`src/common/abe_pkg.sv`:
```
package abe_pkg;

  // Register byte offsets on the APB side
  localparam logic [11:0] ABE_OFF_INSTR = 12'h000;
  localparam logic [11:0] ABE_OFF_ADDR = 12'h004;
  localparam logic [11:0] ABE_OFF_COUNT = 12'h008;
  localparam logic [11:0] ABE_OFF_LINK = 12'h00C;
  localparam logic [11:0] ABE_OFF_COND = 12'h010;
  localparam logic [11:0] ABE_OFF_EXCEPT = 12'h014;
  localparam logic [11:0] ABE_OFF_STATUS = 12'h018;
  localparam logic [11:0] ABE_OFF_GPR = 12'h080;

  // Field positions in the exception, status and condition words
  localparam int ABE_EXC_SO = 31;
  localparam int ABE_EXC_OV = 30;
  localparam int ABE_EXC_CA = 29;
  localparam int ABE_STAT_ILLEGAL = 0;
  localparam int ABE_STAT_TAKEN = 1;
  localparam int ABE_CR_EQ_OFFSET = 2;

  // Reset value and address step
  localparam logic [31:0] ABE_RST_WORD = 32'h0000_0000;
  localparam logic [31:0] ABE_STEP = 32'h0000_0004;

  // Opcodes
  localparam logic [5:0] ABE_OP_ADDIS = 6'h0F;
  localparam logic [5:0] ABE_OP_EXT = 6'h1F;
  localparam logic [5:0] ABE_OP_ANDI = 6'h1C;
  localparam logic [5:0] ABE_OP_ANDIS = 6'h1D;
  localparam logic [5:0] ABE_OP_BRANCH = 6'h12;
  localparam logic [5:0] ABE_OP_CBRANCH = 6'h10;
  localparam logic [8:0] ABE_XO_ADDME = 9'h0EA;
  localparam logic [8:0] ABE_XO_ADDZE = 9'h0CA;
  localparam logic [9:0] ABE_XO_AND = 10'h01C;
  localparam logic [9:0] ABE_XO_ANDC = 10'h03C;

  typedef enum logic [1:0] {
    ABE_IDLE = 2'b01,
    ABE_ANSWER = 2'b10
  } abe_apb_state_type;

  // Less-than, greater-than, equal, summary copy; equal at offset 2 of the field
  function automatic logic [3:0] abe_cr0(input logic [31:0] res, input logic so);
    logic [3:0] f;
    f = 4'h0;
    f[3] = res[31];
    f[2] = !res[31] && (res != ABE_RST_WORD);
    f[3 - ABE_CR_EQ_OFFSET] = (res == ABE_RST_WORD);
    f[0] = so;
    return f;
  endfunction : abe_cr0

endpackage : abe_pkg

```
`src/common/abe_decode_if.sv`:
```
`timescale 1ns/1ps
interface abe_decode_if;
  logic isAddis, isAddme, isAddze, isAnd, isAndc, isAndi, isAndis;
  logic isBranch, isCondBranch, illegal;
  logic [4:0] target_reg_field, first_source_field, second_source_field;
  logic [15:0] immediate_halfword;
  logic record_bit, overflowEnable, absolute_address_bit, link_bit;
  logic [4:0] branch_options, condition_bit_select;
  logic [31:0] displacement;
  modport producer(output isAddis, isAddme, isAddze, isAnd, isAndc, isAndi, isAndis,
    isBranch, isCondBranch, illegal, target_reg_field, first_source_field,
    second_source_field, immediate_halfword, record_bit, overflowEnable,
    absolute_address_bit, link_bit, branch_options, condition_bit_select, displacement);
  modport consumer(input isAddis, isAddme, isAddze, isAnd, isAndc, isAndi, isAndis,
    isBranch, isCondBranch, illegal, target_reg_field, first_source_field,
    second_source_field, immediate_halfword, record_bit, overflowEnable,
    absolute_address_bit, link_bit, branch_options, condition_bit_select, displacement);
endinterface : abe_decode_if

```
`src/add_logic_branch_exec.sv`:
```
`timescale 1ns/1ps
module add_logic_branch_exec
  import abe_pkg::*;
#(
  parameter logic [31:0] RESET_ADDRESS = 32'h0000_0000
) (
  // Clock and reset
  input wire logic ref_clk,
  input wire logic reset,
  // APB slave
  input wire logic psel,
  input wire logic penable,
  input wire logic pwrite,
  input wire logic [11:0] paddr,
  input wire logic [31:0] pwdata,
  output logic [31:0] prdata,
  output logic pready,
  output logic pslverr
);

  initial begin
    if (RESET_ADDRESS[1:0] != 2'b00) begin
      $error("RESET_ADDRESS must be word aligned");
    end
  end

  abe_apb_state_type state;
  logic [31:0] gpr [0:31];
  logic [31:0] current_instr_address;
  logic [31:0] count_register;
  logic [31:0] link_register;
  logic [31:0] condReg;
  logic [31:0] fixed_exception_register;
  logic [31:0] statusReg;
  logic [31:0] instrWord;
  logic [31:0] next_prdata;
  logic next_pslverr;
  logic apbDone;
  logic apbWr;
  logic execFire;
  logic gprHit;

  abe_decode_if dec();

  abe_decoder u_decoder (
    .instr(pwdata),
    .dec(dec)
  );

  // Bus access
  assign apbDone = psel && penable && pready;
  assign apbWr = apbDone && pwrite && !pslverr;
  assign execFire = apbWr && (paddr == ABE_OFF_INSTR);
  assign gprHit = (paddr[11:7] == ABE_OFF_GPR[11:7]) && (paddr[1:0] == 2'b00);
  assign instrWord = pwdata;

  // Read mux and error decode, sampled in the setup cycle
  always_comb begin
    next_prdata = ABE_RST_WORD;
    next_pslverr = 1'b0;
    if (gprHit) begin
      next_prdata = gpr[paddr[6:2]];
    end else begin
      case (paddr)
        ABE_OFF_INSTR: next_prdata = ABE_RST_WORD;
        ABE_OFF_ADDR: next_prdata = current_instr_address;
        ABE_OFF_COUNT: next_prdata = count_register;
        ABE_OFF_LINK: next_prdata = link_register;
        ABE_OFF_COND: next_prdata = condReg;
        ABE_OFF_EXCEPT: next_prdata = fixed_exception_register;
        ABE_OFF_STATUS: begin
          next_prdata = statusReg;
          next_pslverr = pwrite;
        end
        default: next_pslverr = 1'b1;
      endcase
    end
  end

  // One wait-free access cycle; pready and data come from flops
  always_ff @(posedge ref_clk) begin
    if (reset) begin
      state <= ABE_IDLE;
      pready <= 1'b0;
      prdata <= ABE_RST_WORD;
      pslverr <= 1'b0;
    end else begin
      case (state)
        ABE_IDLE: begin
          if (psel && !penable) begin
            state <= ABE_ANSWER;
            pready <= 1'b1;
            pslverr <= next_pslverr;
            prdata <= pwrite ? ABE_RST_WORD : next_prdata;
          end
        end
        ABE_ANSWER: begin
          state <= ABE_IDLE;
          pready <= 1'b0;
          pslverr <= 1'b0;
        end
        default: begin
          state <= ABE_IDLE;
          pready <= 1'b0;
          pslverr <= 1'b0;
        end
      endcase
    end
  end

  // Operands
  logic [31:0] srcFirst;
  logic [31:0] srcSecond;
  logic [31:0] srcLogic;
  logic [31:0] shiftedImm;
  logic [31:0] addA;
  logic [31:0] addB;
  logic addCin;
  logic [31:0] addSum;
  logic addCarry;
  logic addOverflow;
  logic isExtAdd;

  assign srcFirst = gpr[dec.first_source_field];
  assign srcSecond = gpr[dec.second_source_field];
  assign srcLogic = gpr[dec.target_reg_field];
  assign shiftedImm = {dec.immediate_halfword, 16'h0000};
  assign isExtAdd = dec.isAddme || dec.isAddze;

  always_comb begin
    addA = srcFirst;
    addB = ABE_RST_WORD;
    addCin = 1'b0;
    if (dec.isAddis) begin
      // A zero field means the constant zero, not register zero
      addA = (dec.first_source_field == 5'd0) ? ABE_RST_WORD : srcFirst;
      addB = shiftedImm;
    end else if (dec.isAddme) begin
      addB = 32'hFFFF_FFFF;
      addCin = fixed_exception_register[ABE_EXC_CA];
    end else if (dec.isAddze) begin
      addCin = fixed_exception_register[ABE_EXC_CA];
    end
  end

  abe_adder u_adder (
    .a(addA),
    .b(addB),
    .cin(addCin),
    .sum(addSum),
    .carry(addCarry),
    .overflow(addOverflow)
  );

  // Result selection
  logic [31:0] result;
  logic [4:0] destField;
  logic writesGpr;
  logic crUpdate;
  logic ovUpdate;
  logic nextSummary;

  always_comb begin
    result = addSum;
    destField = dec.target_reg_field;
    writesGpr = dec.isAddis || isExtAdd;
    if (dec.isAnd) begin
      result = srcLogic & srcSecond;
    end else if (dec.isAndc) begin
      result = srcLogic & ~srcSecond;
    end else if (dec.isAndi) begin
      result = srcLogic & {16'h0000, dec.immediate_halfword};
    end else if (dec.isAndis) begin
      result = srcLogic & shiftedImm;
    end
    if (dec.isAnd || dec.isAndc || dec.isAndi || dec.isAndis) begin
      destField = dec.first_source_field;
      writesGpr = 1'b1;
    end
  end

  assign ovUpdate = isExtAdd && dec.overflowEnable;
  assign nextSummary = fixed_exception_register[ABE_EXC_SO] || (ovUpdate && addOverflow);
  // Immediate AND forms update the field with no record bit
  assign crUpdate = dec.isAndi || dec.isAndis
    || (dec.record_bit && (isExtAdd || dec.isAnd || dec.isAndc));

  // Branch evaluation
  logic [31:0] ctrAfter;
  logic condBit;
  logic ctrTestOk;
  logic condTestOk;
  logic taken;
  logic [31:0] branchBase;
  logic [31:0] seqAddress;
  logic [31:0] nextInstrAddress;

  // Decrement happens first, so the zero test sees the new count
  assign ctrAfter = dec.branch_options[2] ? count_register
    : count_register - 32'h0000_0001;
  assign condBit = condReg[5'd31 - dec.condition_bit_select];
  assign ctrTestOk = dec.branch_options[2]
    || ((ctrAfter == ABE_RST_WORD) == dec.branch_options[1]);
  assign condTestOk = dec.branch_options[4]
    || (condBit == dec.branch_options[3]);
  assign taken = dec.isBranch || (dec.isCondBranch && ctrTestOk && condTestOk);
  assign branchBase = dec.absolute_address_bit ? ABE_RST_WORD
    : current_instr_address;
  assign seqAddress = current_instr_address + ABE_STEP;
  assign nextInstrAddress = taken ? branchBase + dec.displacement : seqAddress;

  // General registers: bus writes and instruction results
  always_ff @(posedge ref_clk) begin
    if (reset) begin
      for (int i = 0; i < 32; i++) begin
        gpr[i] <= ABE_RST_WORD;
      end
    end else if (execFire && writesGpr) begin
      gpr[destField] <= result;
    end else if (apbWr && gprHit) begin
      gpr[paddr[6:2]] <= pwdata;
    end
  end

  // Instruction address advances after every legal instruction written
  always_ff @(posedge ref_clk) begin
    if (reset) begin
      current_instr_address <= RESET_ADDRESS;
    end else if (execFire && !dec.illegal) begin
      current_instr_address <= nextInstrAddress;
    end else if (apbWr && paddr == ABE_OFF_ADDR) begin
      current_instr_address <= pwdata;
    end
  end

  // Count register
  always_ff @(posedge ref_clk) begin
    if (reset) begin
      count_register <= ABE_RST_WORD;
    end else if (execFire && dec.isCondBranch) begin
      count_register <= ctrAfter;
    end else if (apbWr && paddr == ABE_OFF_COUNT) begin
      count_register <= pwdata;
    end
  end

  // Link register is written even when the branch falls through
  always_ff @(posedge ref_clk) begin
    if (reset) begin
      link_register <= ABE_RST_WORD;
    end else if (execFire && (dec.isBranch || dec.isCondBranch) && dec.link_bit) begin
      link_register <= seqAddress;
    end else if (apbWr && paddr == ABE_OFF_LINK) begin
      link_register <= pwdata;
    end
  end

  // Condition register, field zero in the top nibble
  always_ff @(posedge ref_clk) begin
    if (reset) begin
      condReg <= ABE_RST_WORD;
    end else if (execFire && crUpdate) begin
      condReg[31:28] <= abe_cr0(result, nextSummary);
    end else if (apbWr && paddr == ABE_OFF_COND) begin
      condReg <= pwdata;
    end
  end

  // Exception register: carry, overflow, sticky summary
  always_ff @(posedge ref_clk) begin
    if (reset) begin
      fixed_exception_register <= ABE_RST_WORD;
    end else if (execFire && isExtAdd) begin
      fixed_exception_register[ABE_EXC_CA] <= addCarry;
      if (ovUpdate) begin
        fixed_exception_register[ABE_EXC_OV] <= addOverflow;
        fixed_exception_register[ABE_EXC_SO] <= nextSummary;
      end
    end else if (apbWr && paddr == ABE_OFF_EXCEPT) begin
      fixed_exception_register <= pwdata;
    end
  end

  // Status of the last instruction word written
  always_ff @(posedge ref_clk) begin
    if (reset) begin
      statusReg <= ABE_RST_WORD;
    end else if (execFire) begin
      statusReg <= ABE_RST_WORD;
      statusReg[ABE_STAT_ILLEGAL] <= dec.illegal;
      statusReg[ABE_STAT_TAKEN] <= taken && !dec.illegal;
    end
  end

endmodule : add_logic_branch_exec

```
`src/abe_decoder.sv`:
```
`timescale 1ns/1ps
module abe_decoder
  import abe_pkg::*;
(
  // Instruction in
  input wire logic [31:0] instr,
  // Decoded fields out
  abe_decode_if.producer dec
);
  logic [5:0] op;
  assign op = instr[31:26];
  assign dec.isAddis = (op == ABE_OP_ADDIS);
  assign dec.isAddme = (op == ABE_OP_EXT) && (instr[9:1] == ABE_XO_ADDME);
  assign dec.isAddze = (op == ABE_OP_EXT) && (instr[9:1] == ABE_XO_ADDZE);
  assign dec.isAnd = (op == ABE_OP_EXT) && (instr[10:1] == ABE_XO_AND);
  assign dec.isAndc = (op == ABE_OP_EXT) && (instr[10:1] == ABE_XO_ANDC);
  assign dec.isAndi = (op == ABE_OP_ANDI);
  assign dec.isAndis = (op == ABE_OP_ANDIS);
  assign dec.isBranch = (op == ABE_OP_BRANCH);
  assign dec.isCondBranch = (op == ABE_OP_CBRANCH);
  assign dec.illegal = !(dec.isAddis || dec.isAddme || dec.isAddze || dec.isAnd || dec.isAndc
    || dec.isAndi || dec.isAndis || dec.isBranch || dec.isCondBranch);
  assign dec.target_reg_field = instr[25:21];
  assign dec.first_source_field = instr[20:16];
  assign dec.second_source_field = instr[15:11];
  assign dec.immediate_halfword = instr[15:0];
  assign dec.record_bit = instr[0];
  assign dec.overflowEnable = instr[10];
  assign dec.absolute_address_bit = instr[1];
  assign dec.link_bit = instr[0];
  assign dec.branch_options = instr[25:21];
  assign dec.condition_bit_select = instr[20:16];
  // Two zero bits appended, then sign extended to a full word
  assign dec.displacement = dec.isBranch
    ? {{6{instr[25]}}, instr[25:2], 2'b00}
    : {{16{instr[15]}}, instr[15:2], 2'b00};
endmodule : abe_decoder

```
`src/abe_adder.sv`:
```
`timescale 1ns/1ps
module abe_adder (
  // Operands
  input wire logic [31:0] a,
  input wire logic [31:0] b,
  input wire logic cin,
  // Results
  output logic [31:0] sum,
  output logic carry,
  output logic overflow
);
  logic [32:0] wide;
  assign wide = {1'b0, a} + {1'b0, b} + {32'h0000_0000, cin};
  assign sum = wide[31:0];
  assign carry = wide[32];
  assign overflow = (a[31] == b[31]) && (sum[31] != a[31]);
endmodule : abe_adder

```
`config.mk`:
```
export PLATFORM = sky130hd
export DESIGN_NAME = add_logic_branch_exec
export DESIGN_NICKNAME = d
export VERILOG_FILES = /design/src/common/abe_pkg.sv /design/src/common/abe_decode_if.sv /design/src/add_logic_branch_exec.sv /design/src/abe_decoder.sv /design/src/abe_adder.sv
export SDC_FILE = /design/constraint.sdc
export NUM_CORES = 2
export LEC_CHECK = 0
export ABC_CLOCK_PERIOD_IN_PS = 10500
export BUFFER_PORTS_ARGS = -buffer_cell sky130_fd_sc_hd__buf_2
export CAP_MARGIN = 20
export CORE_UTILIZATION = 39
export DETAILED_ROUTE_END_ITERATION = 8
export PLACE_DENSITY = 0.57
export SYNTH_ARGS = -nofsm -noshare
export SYNTH_HDL_FRONTEND = slang
export SYNTH_SLANG_ARGS = --single-unit
```
`constraint.sdc`:
```
create_clock -name ref_clk -period 10.5 [get_ports ref_clk]
set_input_delay 2.1 -clock ref_clk [delete_from_list [all_inputs] [get_ports ref_clk]]
set_output_delay 2.1 -clock ref_clk [all_outputs]
set_load 0.1 [all_outputs]
```
==> impl_metrics.toml <==
[run_status]
status = "complete, no violations"

[detailed_routing]
dr.pass1.iters = 8
wl_per_cell_um = 42.31
ant_nets = 0
routed_wl_mm = 398.1
drc = 0
drt_iter0_drc = 13197
vias_per_cell = 7.394
vias = 69567

[run]
drv_cap = 0

[cells_and_area]
synthToLayoutAreaGrowth_pct = 10.82
fill_cells = 19264
drive_above_1_share = 0.2798
fin_nets = 6566
final_cells = 9409
final_util = 0.4362

[min_path]
worst_hold_path_type = "reg -> reg"

[placement]
gp_congestion = 0.9847
hpwlAfterDp_mm = 232.0
dp_slack_ns = 1.684
io_buffers = 82
post-place-cells = 9113

[logic_synthesis]
synth_top_area_frac = 0.3677
ys_seq_area_frac = 0.4148
synth_common_cells = "nor2_1, mux4_2, edfxtp_1"
synth_top_cell_by_area = "edfxtp_1"
synth_seq_cells = 1221
yosysMostFrequentCell = "nor2_1"
synthCells = 6695
synthArstFlopShare = 0
syn_area_per_cell_um2 = 12.49
yosysWarnings = 0
synth.cell_area_um2 = 83640
synth_ff_type = "edfxtp_1"
synth-edff-count = 1024
synth_area_leaders = "edfxtp_1, mux4_2, nor2_1"
ys_types = 93
syn_nets = 6809

[timing]
setup_viol = 0
finalWorstSetupSlack_ns = 2.020
clock_skew_ns = 0.03779
hold_viol = 0
worstMarginPinSlew_ns = 1.317
tns_ns = 0
period_share = 0.8076
drv_slew = 0
post-route-min-period_ns = 8.480
slew_headroom = 0.1223
rsz0062_at_grt = "false"
fmax_mhz = 117.9

[clock_tree]
cts-buffers-inserted = 145
cts_hold_buf = 0
clock_sinks = 1221
cts_root_buffer = "clkbuf_16"
clock_latency_ns = 0.85
post_cts_buffers = 0
path_clk_slew_ns = 0.06
cts_tree = "built"
htreeDepth = 4
cts_buffer_depth = 3
cts_resized = 0

[global_routing]
grt_pass1_wl_mm = 542.5
antenna_found_initial = 19
first_global_vias = 65679
grt_max_degree = 122
grt-ovfl-total = 0
grt_usage = 0.3620

[power_and_ir_drop]
pwr-share-seq = 0.416
leakagePower_nw = 31.77
p_per_area_nw_per_um2 = 143.4
p_sw_w = 0.003915
clkPwrFrac = 0.403
switching_share = 0.2946
peakVddDrop_mv = 0.1761
p_int_w = 0.009373
power_frac_comb = 0.182

[floorplan]
num_rows = 169
die_height_um = 465.1
die_x_um = 465.1
ios = 83
fp.dieArea_um2 = 216300
start_util = 0.3936
core_area_um2 = 212500

[setup_path]
end_kind = "flip-flop"
worstPathRequired_ns = 10.94
critPathArrivalTime_ns = 8.92
cp_max_fo = 33
startpoint_type = "primary input"
path_class = "in -> reg"
==> area by class of cell <==
class                           count  area [um2]  share of cell area
Multi-Input combinational cell   4726       46710              0.5039
Sequential cell                  1221       34690              0.3743
Clock buffer                      183        3916             0.04225
Tap cell                         2821        3530             0.03808
Timing Repair Buffer              325        2716             0.02931
Clock inverter                     78       945.9             0.01021
Inverter                           33       123.9            0.001336
Antenna cell                       22       55.05           0.0005940
==> kinds of logic (layout without fill, tap and decap cells) <==
family                     count (synthesis)  after routing  synth area share
AOI/OAI and AO/OA                        951            951           0.07855
xor gates and xnor gates                 105            105           0.01100
adders and majority gates                 65             65          0.009993
buffers and inverters                    748            619           0.03483
DFF                                     1221           1221            0.4148
muxes                                   1493           1493            0.3429
other                                      0             22                 0
and+or+nand+nor                         2112           2112            0.1079
==> worst paths after layout <==
| kind | startpoint | to | slack [ns] | cells after the start |
|---|---|---|---|---|
| max | pwdata[7] | gpr[20][14] | 2.02 | 15 |
| min | fixed_exception_register[2] | fixed_exception_register[2] | 0.46 | 2 |
| max reg2reg | gpr[28][0] | gpr[0][30] | 4.47 | 18 |
| min reg2reg | fixed_exception_register[2] | fixed_exception_register[2] | 0.46 | 2 |
==> metrics by stage <==
stage | total power, W | hold slack (ns) | area [um2]
floorplan | 0.006993 | 0.4315 | 83640
global route | 0.01348 | 0.4747 | 92640
CTS | 0.01316 | 0.4569 | 92410
finish | 0.01329 | 0.4562 | 92690
global placement | 0.007877 | 0.4416 | 87460
detailed placement | 0.007905 | 0.4490 | 87550
==> metal layers <==
layer / GRT usage / part of all wire / vias up
met2: 0.5113 / 0.42 / 6896
met1: 0.4503 / 0.34 / 34925
li1: - / - / 26050
met4: 0.2529 / 0.085 / 22
met3: 0.1455 / 0.16 / 1674
met5: 0.004611 / 0.00070 / -
==> worst max-delay path: stages <==
cell      delay [ns]
buf_2           0.20
buf_4           0.28
or4b_2          0.77
nor3_1          0.62
nand2_1         0.14
buf_4           0.23
nand2b_1        0.73
nor3_1          0.26
nor3_1          0.57
nor2_1          0.19
and3b_1         0.66
nand2_2         0.09
buf_4           0.55
nand2b_4        0.59
buf_4           0.76
==> layout by cell type (no fill, tap or decap), drive strengths merged, types with 15 or more instances in the layout <==
cell / Yosys / routed
a211oi: 66 / 66
a21o: 46 / 46
a21oi: 220 / 220
a221oi: 51 / 51
a222oi: 30 / 30
a22o: 15 / 15
a22oi: 175 / 175
a31oi: 25 / 25
and2: 16 / 16
and3: 57 / 57
buf: 176 / 321
bufinv: 0 / 18
clkbuf: 539 / 185
clkinv: 2 / 45
dfxtp: 197 / 197
diode: 0 / 22
edfxtp: 1024 / 1024
ha: 62 / 62
inv: 31 / 42
mux2: 34 / 34
mux2i: 367 / 367
mux4: 1092 / 1092
nand2: 396 / 396
nand2b: 60 / 60
nand3: 89 / 89
nand4: 28 / 28
nor2: 1253 / 1253
nor2b: 55 / 55
nor3: 59 / 59
nor4: 31 / 31
o211ai: 41 / 41
o21ai: 108 / 108
o22ai: 59 / 59
or3: 16 / 16
xnor2: 60 / 60
xor2: 45 / 45
==> flip-flops by register name, summed over array words and instances (netlist names), 2 cells and up <==
| name | cells |
|---|---|
| condReg | 32 |
| count_register | 32 |
| current_instr_address | 32 |
| fixed_exception_register | 32 |
| gpr | 1024 |
| link_register | 32 |
| prdata | 32 |
| statusReg | 2 |
==> power by group through the flow <==
stage               combinational (W)  clock (W)  sequential (W)
global route                  0.00242    0.00552         0.00554
CTS                           0.00230    0.00535         0.00551
global placement              0.00227          0         0.00561
detailed placement            0.00229          0         0.00562
floorplan                     0.00143          0         0.00556
finish                        0.00241    0.00535         0.00552
Note: power is estimated with default switching activity, not from simulation.
